`config.mk`:
```
export PLATFORM = sky130hd
export DESIGN_NAME = mid_decoder_top
export DESIGN_NICKNAME = d
export VERILOG_FILES = /design/src/logic/mid_pkg.sv /design/src/logic/mid_op_decode.sv /design/src/logic/mid_decoder_top.sv
export VERILOG_INCLUDE_DIRS = /design/src /design/src/logic
export SDC_FILE = /design/constraint.sdc
export NUM_CORES = 1
export LEC_CHECK = 0
export BUFFER_PORTS_ARGS = -buffer_cell sky130_fd_sc_hd__buf_2
export CORE_MARGIN = 2
export CORE_UTILIZATION = 55
export CTS_CLUSTER_SIZE = 10
export DETAILED_ROUTE_END_ITERATION = 10
export PLACE_DENSITY = 0.81
export SETUP_SLACK_MARGIN = 0.3
export SLEW_MARGIN = 20
export SYNTH_ARGS = -nofsm -noshare
export SYNTH_HDL_FRONTEND = slang
export SYNTH_SLANG_ARGS = --single-unit
```
`constraint.sdc`:
```
create_clock -name clk -period 2.8 [get_ports clk]
set_input_delay 0.56 -clock clk [delete_from_list [all_inputs] [get_ports clk]]
set_output_delay 0.56 -clock clk [all_outputs]
set_load 0.05 [all_outputs]
```
`src/logic/mid_cfg.svh`:
```
// Constants of the instruction decoder: offsets, fields, reset values, timing
// What this block does
// - File operand is 7-bit address 0x00..0x7F
// - Destination bit 0 accumulator, 1 register
// - Bit index selects bit within byte
// - Instruction cycle lasts four clock periods
// - Taken test or branch costs NOP cycle
// - Top bits 00 byte, 01 bit, else literal/control
// - Add/sub/and/or/xor codes and their flags
// - Rotates through carry update only carry
// - Decrement/increment skip on zero, no flags
// - Complement, decrement, increment update zero only
// - Don't-care opcode bits are ignored
// - Bit clear, set, test-skip clear/set
// - Add/sub literal update carry, digit carry, zero
// - Literal and/or/xor update zero only
// - Call, jump and returns take two cycles
// - Return with literal loads accumulator, two cycles
// - Standby and watchdog clear touch timeout/powerdown
// - Write to timer count clears prescaler
// - Literals are 8-bit data, 11-bit targets
`ifndef MID_CFG_SVH
`define MID_CFG_SVH
// Register byte offsets
`define MID_OFF_CTRL 8'h00
`define MID_OFF_TADDR 8'h04
`define MID_OFF_STAT 8'h08
`define MID_OFF_CYCLES 8'h0C
// Reset values
`define MID_CTRL_RST 2'h0
`define MID_TADDR_RST 7'h01
// Clocks in one instruction cycle
`define MID_CYCLE_CLKS 4
// Instruction word fields
`define MID_CLS_HI 13
`define MID_CLS_LO 12
`define MID_SUB_HI 11
`define MID_SUB_LO 8
`define MID_DEST_BIT 7
`define MID_BIT_HI 9
`define MID_BIT_LO 7
`define MID_FILE_HI 6
`define MID_LIT8_HI 7
`define MID_LIT11_HI 10
// Fixed control words, low seven bits
`define MID_W_SLEEP 7'h63
`define MID_W_WDT 7'h64
`define MID_W_RETI 7'h09
`define MID_W_RET 7'h08
`endif

```
`src/logic/mid_pkg.sv`:
```
// Types shared by the instruction decoder files
package mid_pkg;
  `include "mid_cfg.svh"

  // Operation decoded from one word
  typedef enum logic [5:0] {
    MID_OP_NOP, MID_OP_ADD_ACC_TO_REG, MID_OP_AND_ACC_WITH_REG, MID_OP_OR_ACC_WITH_REG,
    MID_OP_XOR_ACC_WITH_REG, MID_OP_SUB_ACC_FROM_REG, MID_OP_COMPLEMENT_REG,
    MID_OP_DECREMENT_REG, MID_OP_INCREMENT_REG, MID_OP_DECREMENT_SKIP_ZERO,
    MID_OP_INCREMENT_SKIP_ZERO, MID_OP_ROTATE_LEFT_CARRY, MID_OP_ROTATE_RIGHT_CARRY,
    MID_OP_CLEAR_REG, MID_OP_CLEAR_ACC, MID_OP_MOVE_REG, MID_OP_MOVE_ACC_TO_REG,
    MID_OP_SWAP_NIBBLES, MID_OP_BIT_CLEAR_OP, MID_OP_BIT_SET_OP, MID_OP_TEST_SKIP_IF_CLEAR,
    MID_OP_TEST_SKIP_IF_SET, MID_OP_ADD_LITERAL, MID_OP_SUB_FROM_LITERAL, MID_OP_AND_LITERAL,
    MID_OP_OR_LITERAL, MID_OP_XOR_LITERAL, MID_OP_MOVE_LITERAL, MID_OP_CALL,
    MID_OP_UNCONDITIONAL_JUMP, MID_OP_RETURN, MID_OP_INTERRUPT_RETURN,
    MID_OP_RETURN_WITH_LITERAL, MID_OP_STANDBY, MID_OP_WATCHDOG_CLEAR, MID_OP_UNUSED
  } mid_op_t;

  // Class from the two top bits, in code order 00..11
  typedef enum logic [1:0] {MID_CLS_BYTE, MID_CLS_BIT, MID_CLS_CTRL, MID_CLS_LIT} mid_cls_t;

  // Condition that makes the instruction skip
  typedef enum logic [1:0] {MID_SK_NONE, MID_SK_ZERO, MID_SK_CLR, MID_SK_SET} mid_skip_t;

  // Status flags that the operation updates
  typedef struct packed {
    logic carry;
    logic digitCarry;
    logic zero;
    logic timeoutPowerdown;
  } mid_flags_t;

  // Full decode of one word
  typedef struct packed {
    mid_op_t op;
    mid_cls_t cls;
    logic [6:0] fileAddr;
    logic toReg;
    logic writesReg;
    logic [2:0] bitIdx;
    logic [10:0] literal;
    logic twoCycle;
    mid_skip_t skip;
    mid_flags_t flags;
  } mid_dec_t;

  // APB request and answer
  typedef struct packed {
    logic psel;
    logic penable;
    logic pwrite;
    logic [7:0] paddr;
    logic [31:0] pwdata;
  } mid_apb_req_t;

  typedef struct packed {
    logic pready;
    logic [31:0] prdata;
    logic pslverr;
  } mid_apb_rsp_t;

  // Sequencer states
  typedef enum logic {MID_ST_IDLE, MID_ST_RUN} mid_state_t;

  // Software controls
  typedef struct packed {
    logic prescToTimer;
    logic run;
  } mid_ctrl_t;
endpackage

```
`src/logic/mid_op_decode.sv`:
```
// Combinational decode of one 14-bit instruction word
`timescale 1ns/10ps
`include "mid_cfg.svh"
module mid_op_decode (
  input wire logic [13:0] word,
  output mid_pkg::mid_dec_t dec
);
  import mid_pkg::*;

  // Fields first, then the operation by class
  always_comb begin
    dec = '0;
    dec.op = MID_OP_NOP;
    dec.cls = mid_cls_t'(word[`MID_CLS_HI:`MID_CLS_LO]);
    dec.fileAddr = word[`MID_FILE_HI:0];
    dec.toReg = word[`MID_DEST_BIT];
    dec.bitIdx = word[`MID_BIT_HI:`MID_BIT_LO];
    dec.literal = {3'h0, word[`MID_LIT8_HI:0]};
    dec.skip = MID_SK_NONE;
    case (dec.cls)
      MID_CLS_BYTE: begin
        dec.writesReg = word[`MID_DEST_BIT];
        case (word[`MID_SUB_HI:`MID_SUB_LO])
          4'h7: begin
            dec.op = MID_OP_ADD_ACC_TO_REG;
            dec.flags = '{1'b1, 1'b1, 1'b1, 1'b0};
          end
          4'h2: begin
            dec.op = MID_OP_SUB_ACC_FROM_REG;
            dec.flags = '{1'b1, 1'b1, 1'b1, 1'b0};
          end
          4'h5: begin
            dec.op = MID_OP_AND_ACC_WITH_REG;
            dec.flags.zero = 1'b1;
          end
          4'h4: begin
            dec.op = MID_OP_OR_ACC_WITH_REG;
            dec.flags.zero = 1'b1;
          end
          4'h6: begin
            dec.op = MID_OP_XOR_ACC_WITH_REG;
            dec.flags.zero = 1'b1;
          end
          4'hD: begin
            dec.op = MID_OP_ROTATE_LEFT_CARRY;
            dec.flags.carry = 1'b1;
          end
          4'hC: begin
            dec.op = MID_OP_ROTATE_RIGHT_CARRY;
            dec.flags.carry = 1'b1;
          end
          4'hB: begin
            dec.op = MID_OP_DECREMENT_SKIP_ZERO;
            dec.skip = MID_SK_ZERO;
          end
          4'hF: begin
            dec.op = MID_OP_INCREMENT_SKIP_ZERO;
            dec.skip = MID_SK_ZERO;
          end
          4'h9: begin
            dec.op = MID_OP_COMPLEMENT_REG;
            dec.flags.zero = 1'b1;
          end
          4'h3: begin
            dec.op = MID_OP_DECREMENT_REG;
            dec.flags.zero = 1'b1;
          end
          4'hA: begin
            dec.op = MID_OP_INCREMENT_REG;
            dec.flags.zero = 1'b1;
          end
          4'h8: begin
            dec.op = MID_OP_MOVE_REG;
            dec.flags.zero = 1'b1;
          end
          4'hE: dec.op = MID_OP_SWAP_NIBBLES;
          4'h1: begin
            // Clear acc ignores its low seven bits
            dec.op = word[`MID_DEST_BIT] ? MID_OP_CLEAR_REG : MID_OP_CLEAR_ACC;
            dec.flags.zero = 1'b1;
          end
          default: begin
            dec.writesReg = 1'b0;
            if (word[`MID_DEST_BIT]) begin
              dec.op = MID_OP_MOVE_ACC_TO_REG;
              dec.writesReg = 1'b1;
            end else if (word[6:0] == `MID_W_SLEEP) begin
              dec.op = MID_OP_STANDBY;
              dec.flags.timeoutPowerdown = 1'b1;
            end else if (word[6:0] == `MID_W_WDT) begin
              dec.op = MID_OP_WATCHDOG_CLEAR;
              dec.flags.timeoutPowerdown = 1'b1;
            end else if (word[6:0] == `MID_W_RET) begin
              dec.op = MID_OP_RETURN;
              dec.twoCycle = 1'b1;
            end else if (word[6:0] == `MID_W_RETI) begin
              dec.op = MID_OP_INTERRUPT_RETURN;
              dec.twoCycle = 1'b1;
            end else if (word[4:0] == 5'h00) begin
              dec.op = MID_OP_NOP;
            end else begin
              dec.op = MID_OP_UNUSED;
            end
          end
        endcase
      end
      MID_CLS_BIT: begin
        case (word[`MID_SUB_HI:10])
          2'h0: begin
            dec.op = MID_OP_BIT_CLEAR_OP;
            dec.writesReg = 1'b1;
          end
          2'h1: begin
            dec.op = MID_OP_BIT_SET_OP;
            dec.writesReg = 1'b1;
          end
          2'h2: begin
            dec.op = MID_OP_TEST_SKIP_IF_CLEAR;
            dec.skip = MID_SK_CLR;
          end
          default: begin
            dec.op = MID_OP_TEST_SKIP_IF_SET;
            dec.skip = MID_SK_SET;
          end
        endcase
        dec.toReg = dec.writesReg;
      end
      MID_CLS_CTRL: begin
        dec.op = word[`MID_SUB_HI] ? MID_OP_UNCONDITIONAL_JUMP : MID_OP_CALL;
        dec.literal = word[`MID_LIT11_HI:0];
        dec.twoCycle = 1'b1;
        dec.toReg = 1'b0;
      end
      default: begin
        dec.toReg = 1'b0;
        casez (word[`MID_SUB_HI:`MID_SUB_LO])
          4'b00??: dec.op = MID_OP_MOVE_LITERAL;
          4'b01??: begin
            dec.op = MID_OP_RETURN_WITH_LITERAL;
            dec.twoCycle = 1'b1;
          end
          4'b111?: begin
            dec.op = MID_OP_ADD_LITERAL;
            dec.flags = '{1'b1, 1'b1, 1'b1, 1'b0};
          end
          4'b110?: begin
            dec.op = MID_OP_SUB_FROM_LITERAL;
            dec.flags = '{1'b1, 1'b1, 1'b1, 1'b0};
          end
          4'b1001: begin
            dec.op = MID_OP_AND_LITERAL;
            dec.flags.zero = 1'b1;
          end
          4'b1000: begin
            dec.op = MID_OP_OR_LITERAL;
            dec.flags.zero = 1'b1;
          end
          4'b1010: begin
            dec.op = MID_OP_XOR_LITERAL;
            dec.flags.zero = 1'b1;
          end
          default: dec.op = MID_OP_UNUSED;
        endcase
      end
    endcase
  end
endmodule

```
`src/logic/mid_decoder_top.sv`:
```
// Instruction sequencer: four-clock cycles, skip and flush, APB registers
`timescale 1ns/10ps
`include "mid_cfg.svh"
module mid_decoder_top (
  input wire logic clk,
  input wire logic rst_n,
  // Word from program memory, valid at the last clock of a cycle
  input wire logic [13:0] instrWord,
  // Addressed register contents and datapath result of the executing op
  input wire logic [7:0] operandByte,
  input wire logic [7:0] resultByte,
  input mid_pkg::mid_apb_req_t apbReq,
  output mid_pkg::mid_apb_rsp_t apbRsp,
  output mid_pkg::mid_dec_t execDec,
  output logic [1:0] execPhase,
  output logic fetchReq,
  output logic flushCycle,
  output logic zeroFlag,
  output logic prescClear
);
  import mid_pkg::*;

  // Last phase index of an instruction cycle
  localparam logic [1:0] LAST_PHASE = 2'(`MID_CYCLE_CLKS - 1);

  // All state of the sequencer
  typedef struct packed {
    mid_state_t state;
    logic [1:0] phase;
    mid_dec_t dec;
    logic flush;
    logic zero;
    logic presc;
    logic fetch;
    mid_ctrl_t ctrl;
    logic [6:0] timerAddr;
    logic [31:0] cycles;
    logic [13:0] lastWord;
    mid_apb_rsp_t rsp;
  } mid_seq_t;

  mid_seq_t s_r;
  mid_seq_t s_nxt;
  mid_dec_t wordDec; // Decode of the fetched word
  mid_dec_t nopDec; // Decode of an all-zero word, the flush filler
  logic lastPh; // Final clock of a running cycle
  logic testBit; // Bit picked by the executing bit index
  logic resultZero; // Result byte is all zero
  logic skipTaken; // Executing op turns the next cycle into a NOP
  logic apbAccess; // First access-phase clock
  logic apbDone; // Clock at which the master sees pready

  // Word decoder, and the same decoder producing the filler constant
  mid_op_decode uWord (
    .word(instrWord),
    .dec(wordDec)
  );

  mid_op_decode uNop (
    .word(14'h0000),
    .dec(nopDec)
  );

  assign lastPh = (s_r.state == MID_ST_RUN) && (s_r.phase == LAST_PHASE);
  assign testBit = operandByte[s_r.dec.bitIdx];
  assign resultZero = (resultByte == 8'h00);
  assign apbAccess = apbReq.psel && apbReq.penable && !s_r.rsp.pready;
  assign apbDone = apbReq.psel && apbReq.penable && s_r.rsp.pready;

  // Second cycle is needed on a branch or a true test
  always_comb begin
    skipTaken = s_r.dec.twoCycle;
    case (s_r.dec.skip)
      MID_SK_ZERO: skipTaken = resultZero;
      MID_SK_CLR: skipTaken = !testBit;
      MID_SK_SET: skipTaken = testBit;
      default: skipTaken = s_r.dec.twoCycle;
    endcase
  end

  // Next state: sequencer, flags, then the register bus
  always_comb begin
    s_nxt = s_r;
    s_nxt.fetch = 1'b0;
    s_nxt.presc = 1'b0;
    s_nxt.rsp.pready = 1'b0;
    s_nxt.rsp.pslverr = 1'b0;
    case (s_r.state)
      MID_ST_IDLE: begin
        s_nxt.phase = 2'h0;
        s_nxt.flush = 1'b0;
        s_nxt.dec = nopDec;
        // Start: first cycle runs a NOP while the first word arrives
        if (s_r.ctrl.run) begin
          s_nxt.state = MID_ST_RUN;
          s_nxt.fetch = 1'b1;
        end
      end
      MID_ST_RUN: begin
        // Two-bit phase wraps after four clocks
        s_nxt.phase = s_r.phase + 2'h1;
        if (lastPh) begin
          s_nxt.cycles = s_r.cycles + 32'h1;
          // Zero flag follows the datapath result
          if (s_r.dec.flags.zero) begin
            s_nxt.zero = resultZero;
          end
          // Any write-back to the timer count clears its prescaler
          if (s_r.dec.writesReg && (s_r.dec.fileAddr == s_r.timerAddr)
              && s_r.ctrl.prescToTimer) begin
            s_nxt.presc = 1'b1;
          end
          // Fetched word is dropped when the next cycle must be a NOP
          if (skipTaken) begin
            s_nxt.dec = nopDec;
            s_nxt.flush = 1'b1;
          end else begin
            s_nxt.dec = wordDec;
            s_nxt.flush = 1'b0;
          end
          s_nxt.lastWord = instrWord;
          // Stopping only at a cycle boundary keeps every op whole
          if (!s_r.ctrl.run) begin
            s_nxt.state = MID_ST_IDLE;
            s_nxt.dec = nopDec;
            s_nxt.flush = 1'b0;
          end else begin
            s_nxt.fetch = 1'b1;
          end
        end
      end
      default: s_nxt.state = MID_ST_IDLE;
    endcase
    // Bus answer one clock into the access phase
    if (apbAccess) begin
      s_nxt.rsp.pready = 1'b1;
      s_nxt.rsp.prdata = 32'h0000_0000;
      case (apbReq.paddr)
        `MID_OFF_CTRL: begin
          if (!apbReq.pwrite) begin
            s_nxt.rsp.prdata = {30'h0, s_r.ctrl};
          end
        end
        `MID_OFF_TADDR: begin
          if (!apbReq.pwrite) begin
            s_nxt.rsp.prdata = {25'h0, s_r.timerAddr};
          end
        end
        `MID_OFF_STAT: begin
          if (!apbReq.pwrite) begin
            s_nxt.rsp.prdata = {12'h0, s_r.phase, s_r.zero, s_r.flush,
                                2'h0, s_r.lastWord};
          end
        end
        `MID_OFF_CYCLES: begin
          if (!apbReq.pwrite) begin
            s_nxt.rsp.prdata = s_r.cycles;
          end
        end
        // Unmapped offsets answer with an error and zero data
        default: s_nxt.rsp.pslverr = 1'b1;
      endcase
    end
    // Writes land on the clock that completes the transfer
    if (apbDone && apbReq.pwrite) begin
      case (apbReq.paddr)
        `MID_OFF_CTRL: s_nxt.ctrl = mid_ctrl_t'(apbReq.pwdata[1:0]);
        `MID_OFF_TADDR: s_nxt.timerAddr = apbReq.pwdata[6:0];
        default: s_nxt.cycles = s_r.cycles;
      endcase
    end
  end

  // State register
  always_ff @(posedge clk or negedge rst_n) begin
    if (!rst_n) begin
      s_r <= '0;
      s_r.ctrl <= `MID_CTRL_RST;
      s_r.timerAddr <= `MID_TADDR_RST;
    end else begin
      s_r <= s_nxt;
    end
  end

  // Outputs straight from the state register
  assign apbRsp = s_r.rsp;
  assign execDec = s_r.dec;
  assign execPhase = s_r.phase;
  assign fetchReq = s_r.fetch;
  assign flushCycle = s_r.flush;
  assign zeroFlag = s_r.zero;
  assign prescClear = s_r.presc;
endmodule

```
-- Word level (Yosys, flattened, before mapping)
Cells that the tools add are included.
- bits of input ports: 75
- register bits after elaboration: 134
- add/subtract/negate cells: 2
- reductions and logical operators: 29
- bitwise operators: 1
- multiplexer cells: 63
- order comparisons: 1
- eq/ne operators: 35
- operators with widths (kind ; count):
    $pmux W32 S4 ; 1
    $mux W32 ; 3
    $mux W46 ; 2
    $pmux W6 S15 ; 1
    $pmux W42 S2 ; 1
    $mux W39 ; 2
    $mux W42 ; 1
    $pmux W6 S7 ; 1
    $mux W6 ; 6
    $mux W34 ; 1
    $add A32 B1 Y32 const B ; 1
    $eq A4 B4 Y1 const B ; 8
    $mux W1 ; 27
    $mux W20 ; 1
    $pmux W6 S3 ; 1
    $eq A4 B3 Y1 const B ; 4
    $eq A8 B4 Y1 const B ; 2
    $logic_not A8 Y1 ; 2
    $reduce_or A15 Y1 ; 1
    $eq A7 B4 Y1 const B ; 2
    $eq A7 B7 Y1 const B ; 2
    $reduce_or A2 Y1 ; 6
    $mux W11 ; 1
    $eq A2 B2 Y1 const B ; 5
    28 further kinds ; 49

-- Logic depth before layout (Yosys ltp)
- depth after elaboration: 13
- mapped depth: 7
- mapped depth without buffers: 6

-- Hierarchy
From an unflattened synthesis, not the netlist that was laid out.
- cell total of the unflattened synthesis: 950
- area, all modules: 8680.8 um^2
- modules (own cells, without submodules) (module ; cells an instance ; area an instance (um^2) ; seq. area each (um^2) ; instances):
    mid_decoder_top ; 688 ; 7021.7 ; 3354.5 ; 1
    mid_op_decode (uNop) ; 133 ; 855.8 ; 0.0 ; 1
    mid_op_decode (uWord) ; 129 ; 803.3 ; 0.0 ; 1

-- Worst setup path before layout
No wires, ideal clock.
- path kind: input to register
- start point: input port operandByte[7]
- end point: register s_r (netlist bit execDec[19])
- arrival time: 1.894 ns
- library setup time: 0.121 ns
- stages on the path: 7
- data required time: 2.679 ns
- setup slack: 0.785 ns
- cells stage by stage: mux4_2 -> mux2i_1 -> xor2_1 -> o21ai_1 -> buf_2 -> buf_6 -> a22o_1
- word-level cells in the longest chain between the ends: 8
- ends and longest elaborated chain (item ; RTL line ; text):
    start, declared ; mid_decoder_top.sv:10 ; input wire logic [7:0] operandByte,
    $bmux W1 S3 * ; mid_decoder_top.sv:65 ; assign testBit = operandByte[s_r.dec.bitIdx];
    $mux W1 (not written as such) * ; mid_decoder_top.sv:65 ;
    $logic_not A1 Y1 ; mid_decoder_top.sv:75 ; MID_SK_CLR: skipTaken = !testBit;
    $pmux W1 S3 * ; mid_decoder_top.sv:73 ; case (s_r.dec.skip)
    $mux W39 * ; mid_decoder_top.sv:114 ; if (skipTaken) begin
    $mux W39 * ; mid_decoder_top.sv:123 ; if (!s_r.ctrl.run) begin
    $mux W42 * ; mid_decoder_top.sv:102 ; if (lastPh) begin
    $pmux W42 S2 * ; mid_decoder_top.sv:88 ; case (s_r.state)
    end signal, assigned ; mid_decoder_top.sv:181 ; s_r <= s_nxt;
    end, declared ; mid_decoder_top.sv:42 ; mid_seq_t s_r;
Mark *: on every way between the ends. The rest lies on a longest branch, timed or not. The select of a mux whose other input is x is not followed.
A chain may end at the register's enable or synchronous reset.

-- Worst setup path after layout
- start point: register s_r (netlist bit execDec[18])
- end point: register s_r (netlist bit execDec[28])
- word-level cells in the longest chain between the ends: 8
- ends and longest elaborated chain (item ; RTL line):
    $bmux W1 S3 * ; mid_decoder_top.sv:65
    $mux W1 (not written as such) * ; mid_decoder_top.sv:65
    $logic_not A1 Y1 ; mid_decoder_top.sv:75
    $pmux W1 S3 * ; mid_decoder_top.sv:73
    $mux W39 * ; mid_decoder_top.sv:114
    $mux W39 * ; mid_decoder_top.sv:123
    $mux W42 * ; mid_decoder_top.sv:102
    $pmux W42 S2 * ; mid_decoder_top.sv:88
Marks and branches as above.

==> reports/results.ini <==
[outcome]
status = complete, no violations

[logic_synthesis]
async_reset_ff_share_pct = 100
syn-instance-count = 625
synthFlopType = dfrtp_1
syn_area_per_cell_sq_um = 10.4
syn_area_sq_um = 6510
synth_fp_nets = 706
synth_top_area_share_pct = 47.6
ys_warn_count = 0
ys_seq_elements = 125
synth_area_leaders = dfrtp_1, buf_4, a22o_1, xor2_1, mux2_2
synth_cell_type_count = 52
synth_edf_count = 0
yosysSeqAreaShare_pct = 48.0
yosysTopAreaCell = dfrtp_1

[sta]
setup-violations-final = 0
finalMaxSlewViolations = 0
finalHoldViolCount = 0
post-route-period-util_pct = 85.3
maxSlewHeadroom_pct = 52.4
rsz0062_at_grt = no
min_period_ns = 2.39
finClkSkew_ns = 0.00854
fmax_mhz = 419
tightest_slew_ns = 0.714

[placed_design]
port_buffers = 127
dp_hpwl_mm = 10.2
dpl_cell_area_sq_um = 6710
gp_congestion = 0.839

[layout]
diodes = 0
nets = 753
mostFrequentLayoutCell = buf_2
areaGrowthSynthToFinish_pct = 13.7
layout_common_cells = buf_2, dfrtp_1, nand2_1, a22o_1, o21ai_0
layout-drive-gt1-share_pct = 29.5
design_area_sq_um = 7410

[clock_tree]
ctsRootBufferMaster = clkbuf_16
clkTransAtPathRegs_ns = 0.05
cts_setup_buffers = 0
cts_tree = yes
clock_path_buffers = 2
clk_latency_ns = 0.43
cts_num_sinks = 125
numCtsBuffers = 17
cts_hold_buf = 0
cts_max_level = 4

[setup_path]
critPathArrivalTime_ns = 2.70
crit_path_cell_trace = mux4_2 > mux2i_1 > buf_4 > xor2_1 > o21ai_2 > a22o_1
crit_fanout = 14
critPathRequiredTime_ns = 3.11
endpoint_kind = register
critical_path_class = register to register
crit_slowest_cell = mux4_2
max_stage_delay_ns = 0.54
start_kind = register

[grt]
overflow = 0
first_global_vias = 4833
antenna_found_initial = 0
grt_max_degree = 126
grt_pass1_wl_mm = 24.8
grt_usage_pct = 24.6

[power]
powerDensity_nw_per_um2 = 622
finalPower_w = 0.00461
ir_worst_vdd_v = 0.000493
total_leakage_power_nw = 3.80

[detailed_routing]
vias = 4915
dr.pass1.iters = 5
wl_per_cell_um = 18.2
routed_via_density = 5.94
drc = 0
route.final.wire_length_mm = 15.1
detail-route-antenna-nets = 0
first_iter_violations = 462

[job]
cap_violations = 0

[floorplan]
die_width_um = 113
initial_core_util_pct = 56.8
coreArea_sq_um = 11500
die_area_sq_um = 12700
floorplan.rows = 39
ios = 153
die_y_um = 113

[min_path]
hold_class = input pin to asynchronous set/reset pin

-- synthesized netlist by cell type (13+ instances only) --
| library cell | instances |
|---|---|
| a22o_1 | 35 |
| buf_4 | 75 |
| clkbuf_1 | 27 |
| dfrtp_1 | 124 |
| inv_1 | 16 |
| mux2_2 | 19 |
| mux2i_1 | 17 |
| nand2_1 | 49 |
| nand3_1 | 18 |
| nand4_1 | 14 |
| nor2_1 | 30 |
| nor4_1 | 13 |
| o21ai_0 | 33 |
| xnor2_1 | 16 |
| xor2_1 | 25 |
-- final cells by class --
| cell class | instances | area, sq um |
|---|---|---|
| fillers | 862 | 4060 |
| flip-flops and latches | 125 | 3130 |
| multi-input cells | 377 | 2650 |
| repair buffers | 135 | 711 |
| clock buffers | 19 | 443 |
| clock inverters | 13 | 238 |
| well taps | 143 | 179 |
| inverters | 16 | 60.1 |
-- cell families (layout without fill, tap and decap cells) --
logic type | count (synthesis) | count (layout) | synth area share [%]
adders and majority gates | 6 | 6 | 1.15
and+or+nand+nor | 170 | 170 | 12.9
DFF | 125 | 125 | 48.1
buffers and inverters | 124 | 183 | 11.7
xor gates and xnor gates | 41 | 41 | 5.51
AOI/OAI and AO/OA | 119 | 120 | 13.4
muxes | 40 | 40 | 7.28
-- power by group --
part / internal [W] / switching, W
logic: 0.0000846 / 0.000173
registers: 0.00181 / 0.00000628
clock network: 0.00170 / 0.000832
-- timing repair --
| action | CTS | global route |
|---|---|---|
| cloned | 0 | 1 |
| pin swaps | 0 | 1 |
| setup endpoints to repair | 29 | 29 |
| resized for setup | 1 | 0 |
-- metrics by stage --
step	hold slack (ns)	utilization, %	std cells	setup TNS [ns]	setup WS, ns
floorplan	0.264	-	625	0	0.785
global placement	0.459	58.5	795	0	0.0450
detailed placement	0.464	58.5	795	-0.0159	-0.00869
CTS	0.273	64.5	827	0	0.414
global route	0.301	64.6	828	0	0.295
finish	0.239	64.6	828	0	0.412
-- per-layer routing --
| metal | track usage, % | routed length (um) | up-vias |
|---|---|---|---|
| met2 | 39.0 | 7350 | 180 |
| met5 | 0 | 0 | - |
| met3 | 6.80 | 979 | 24 |
| li1 | - | - | 2249 |
| met1 | 33.0 | 6460 | 2462 |
| met4 | 8.46 | 270 | 0 |
-- final timing paths --
check | slack [ns] | depth (start not counted) | endpoint | startpoint
max | 0.41 | 6 | execDec[28]$_DFFE_PN0P_ | execDec[18]$_DFFE_PN0P_
min | 0.24 | 2 | apbRsp[4]$_DFFE_PN0P_ | rst_n
max reg2reg | 0.41 | 6 | execDec[28]$_DFFE_PN0P_ | execDec[18]$_DFFE_PN0P_
min reg2reg | 0.47 | 2 | apbRsp[7]$_DFFE_PN0P_ | apbRsp[7]$_DFFE_PN0P_
max in group asynchronous | 2.08 | 2 | s_r[49]$_DFFE_PN0P_ | rst_n
min in group clk | 0.37 | 2 | s_r[86]$_DFFE_PN0P_ | apbReq[6]
-- worst max-delay path: cells and delay by family (launching register included) --
kind / cells / cell delay (ns)
flip-flops: 1 / 0.46
AO/OA/AOI/OAI: 2 / 0.58
multiplexers: 2 / 0.70
XOR/XNOR: 1 / 0.39
buffers and inverters: 1 / 0.14
-- state kept, by name, summed over array words and instances (netlist names) --
register	flops
apbRsp	34
execDec	29
execPhase	2
fetchReq	1
flushCycle	1
prescClear	1
s_r	56
zeroFlag	1
(Power assumes the default switching activity.)
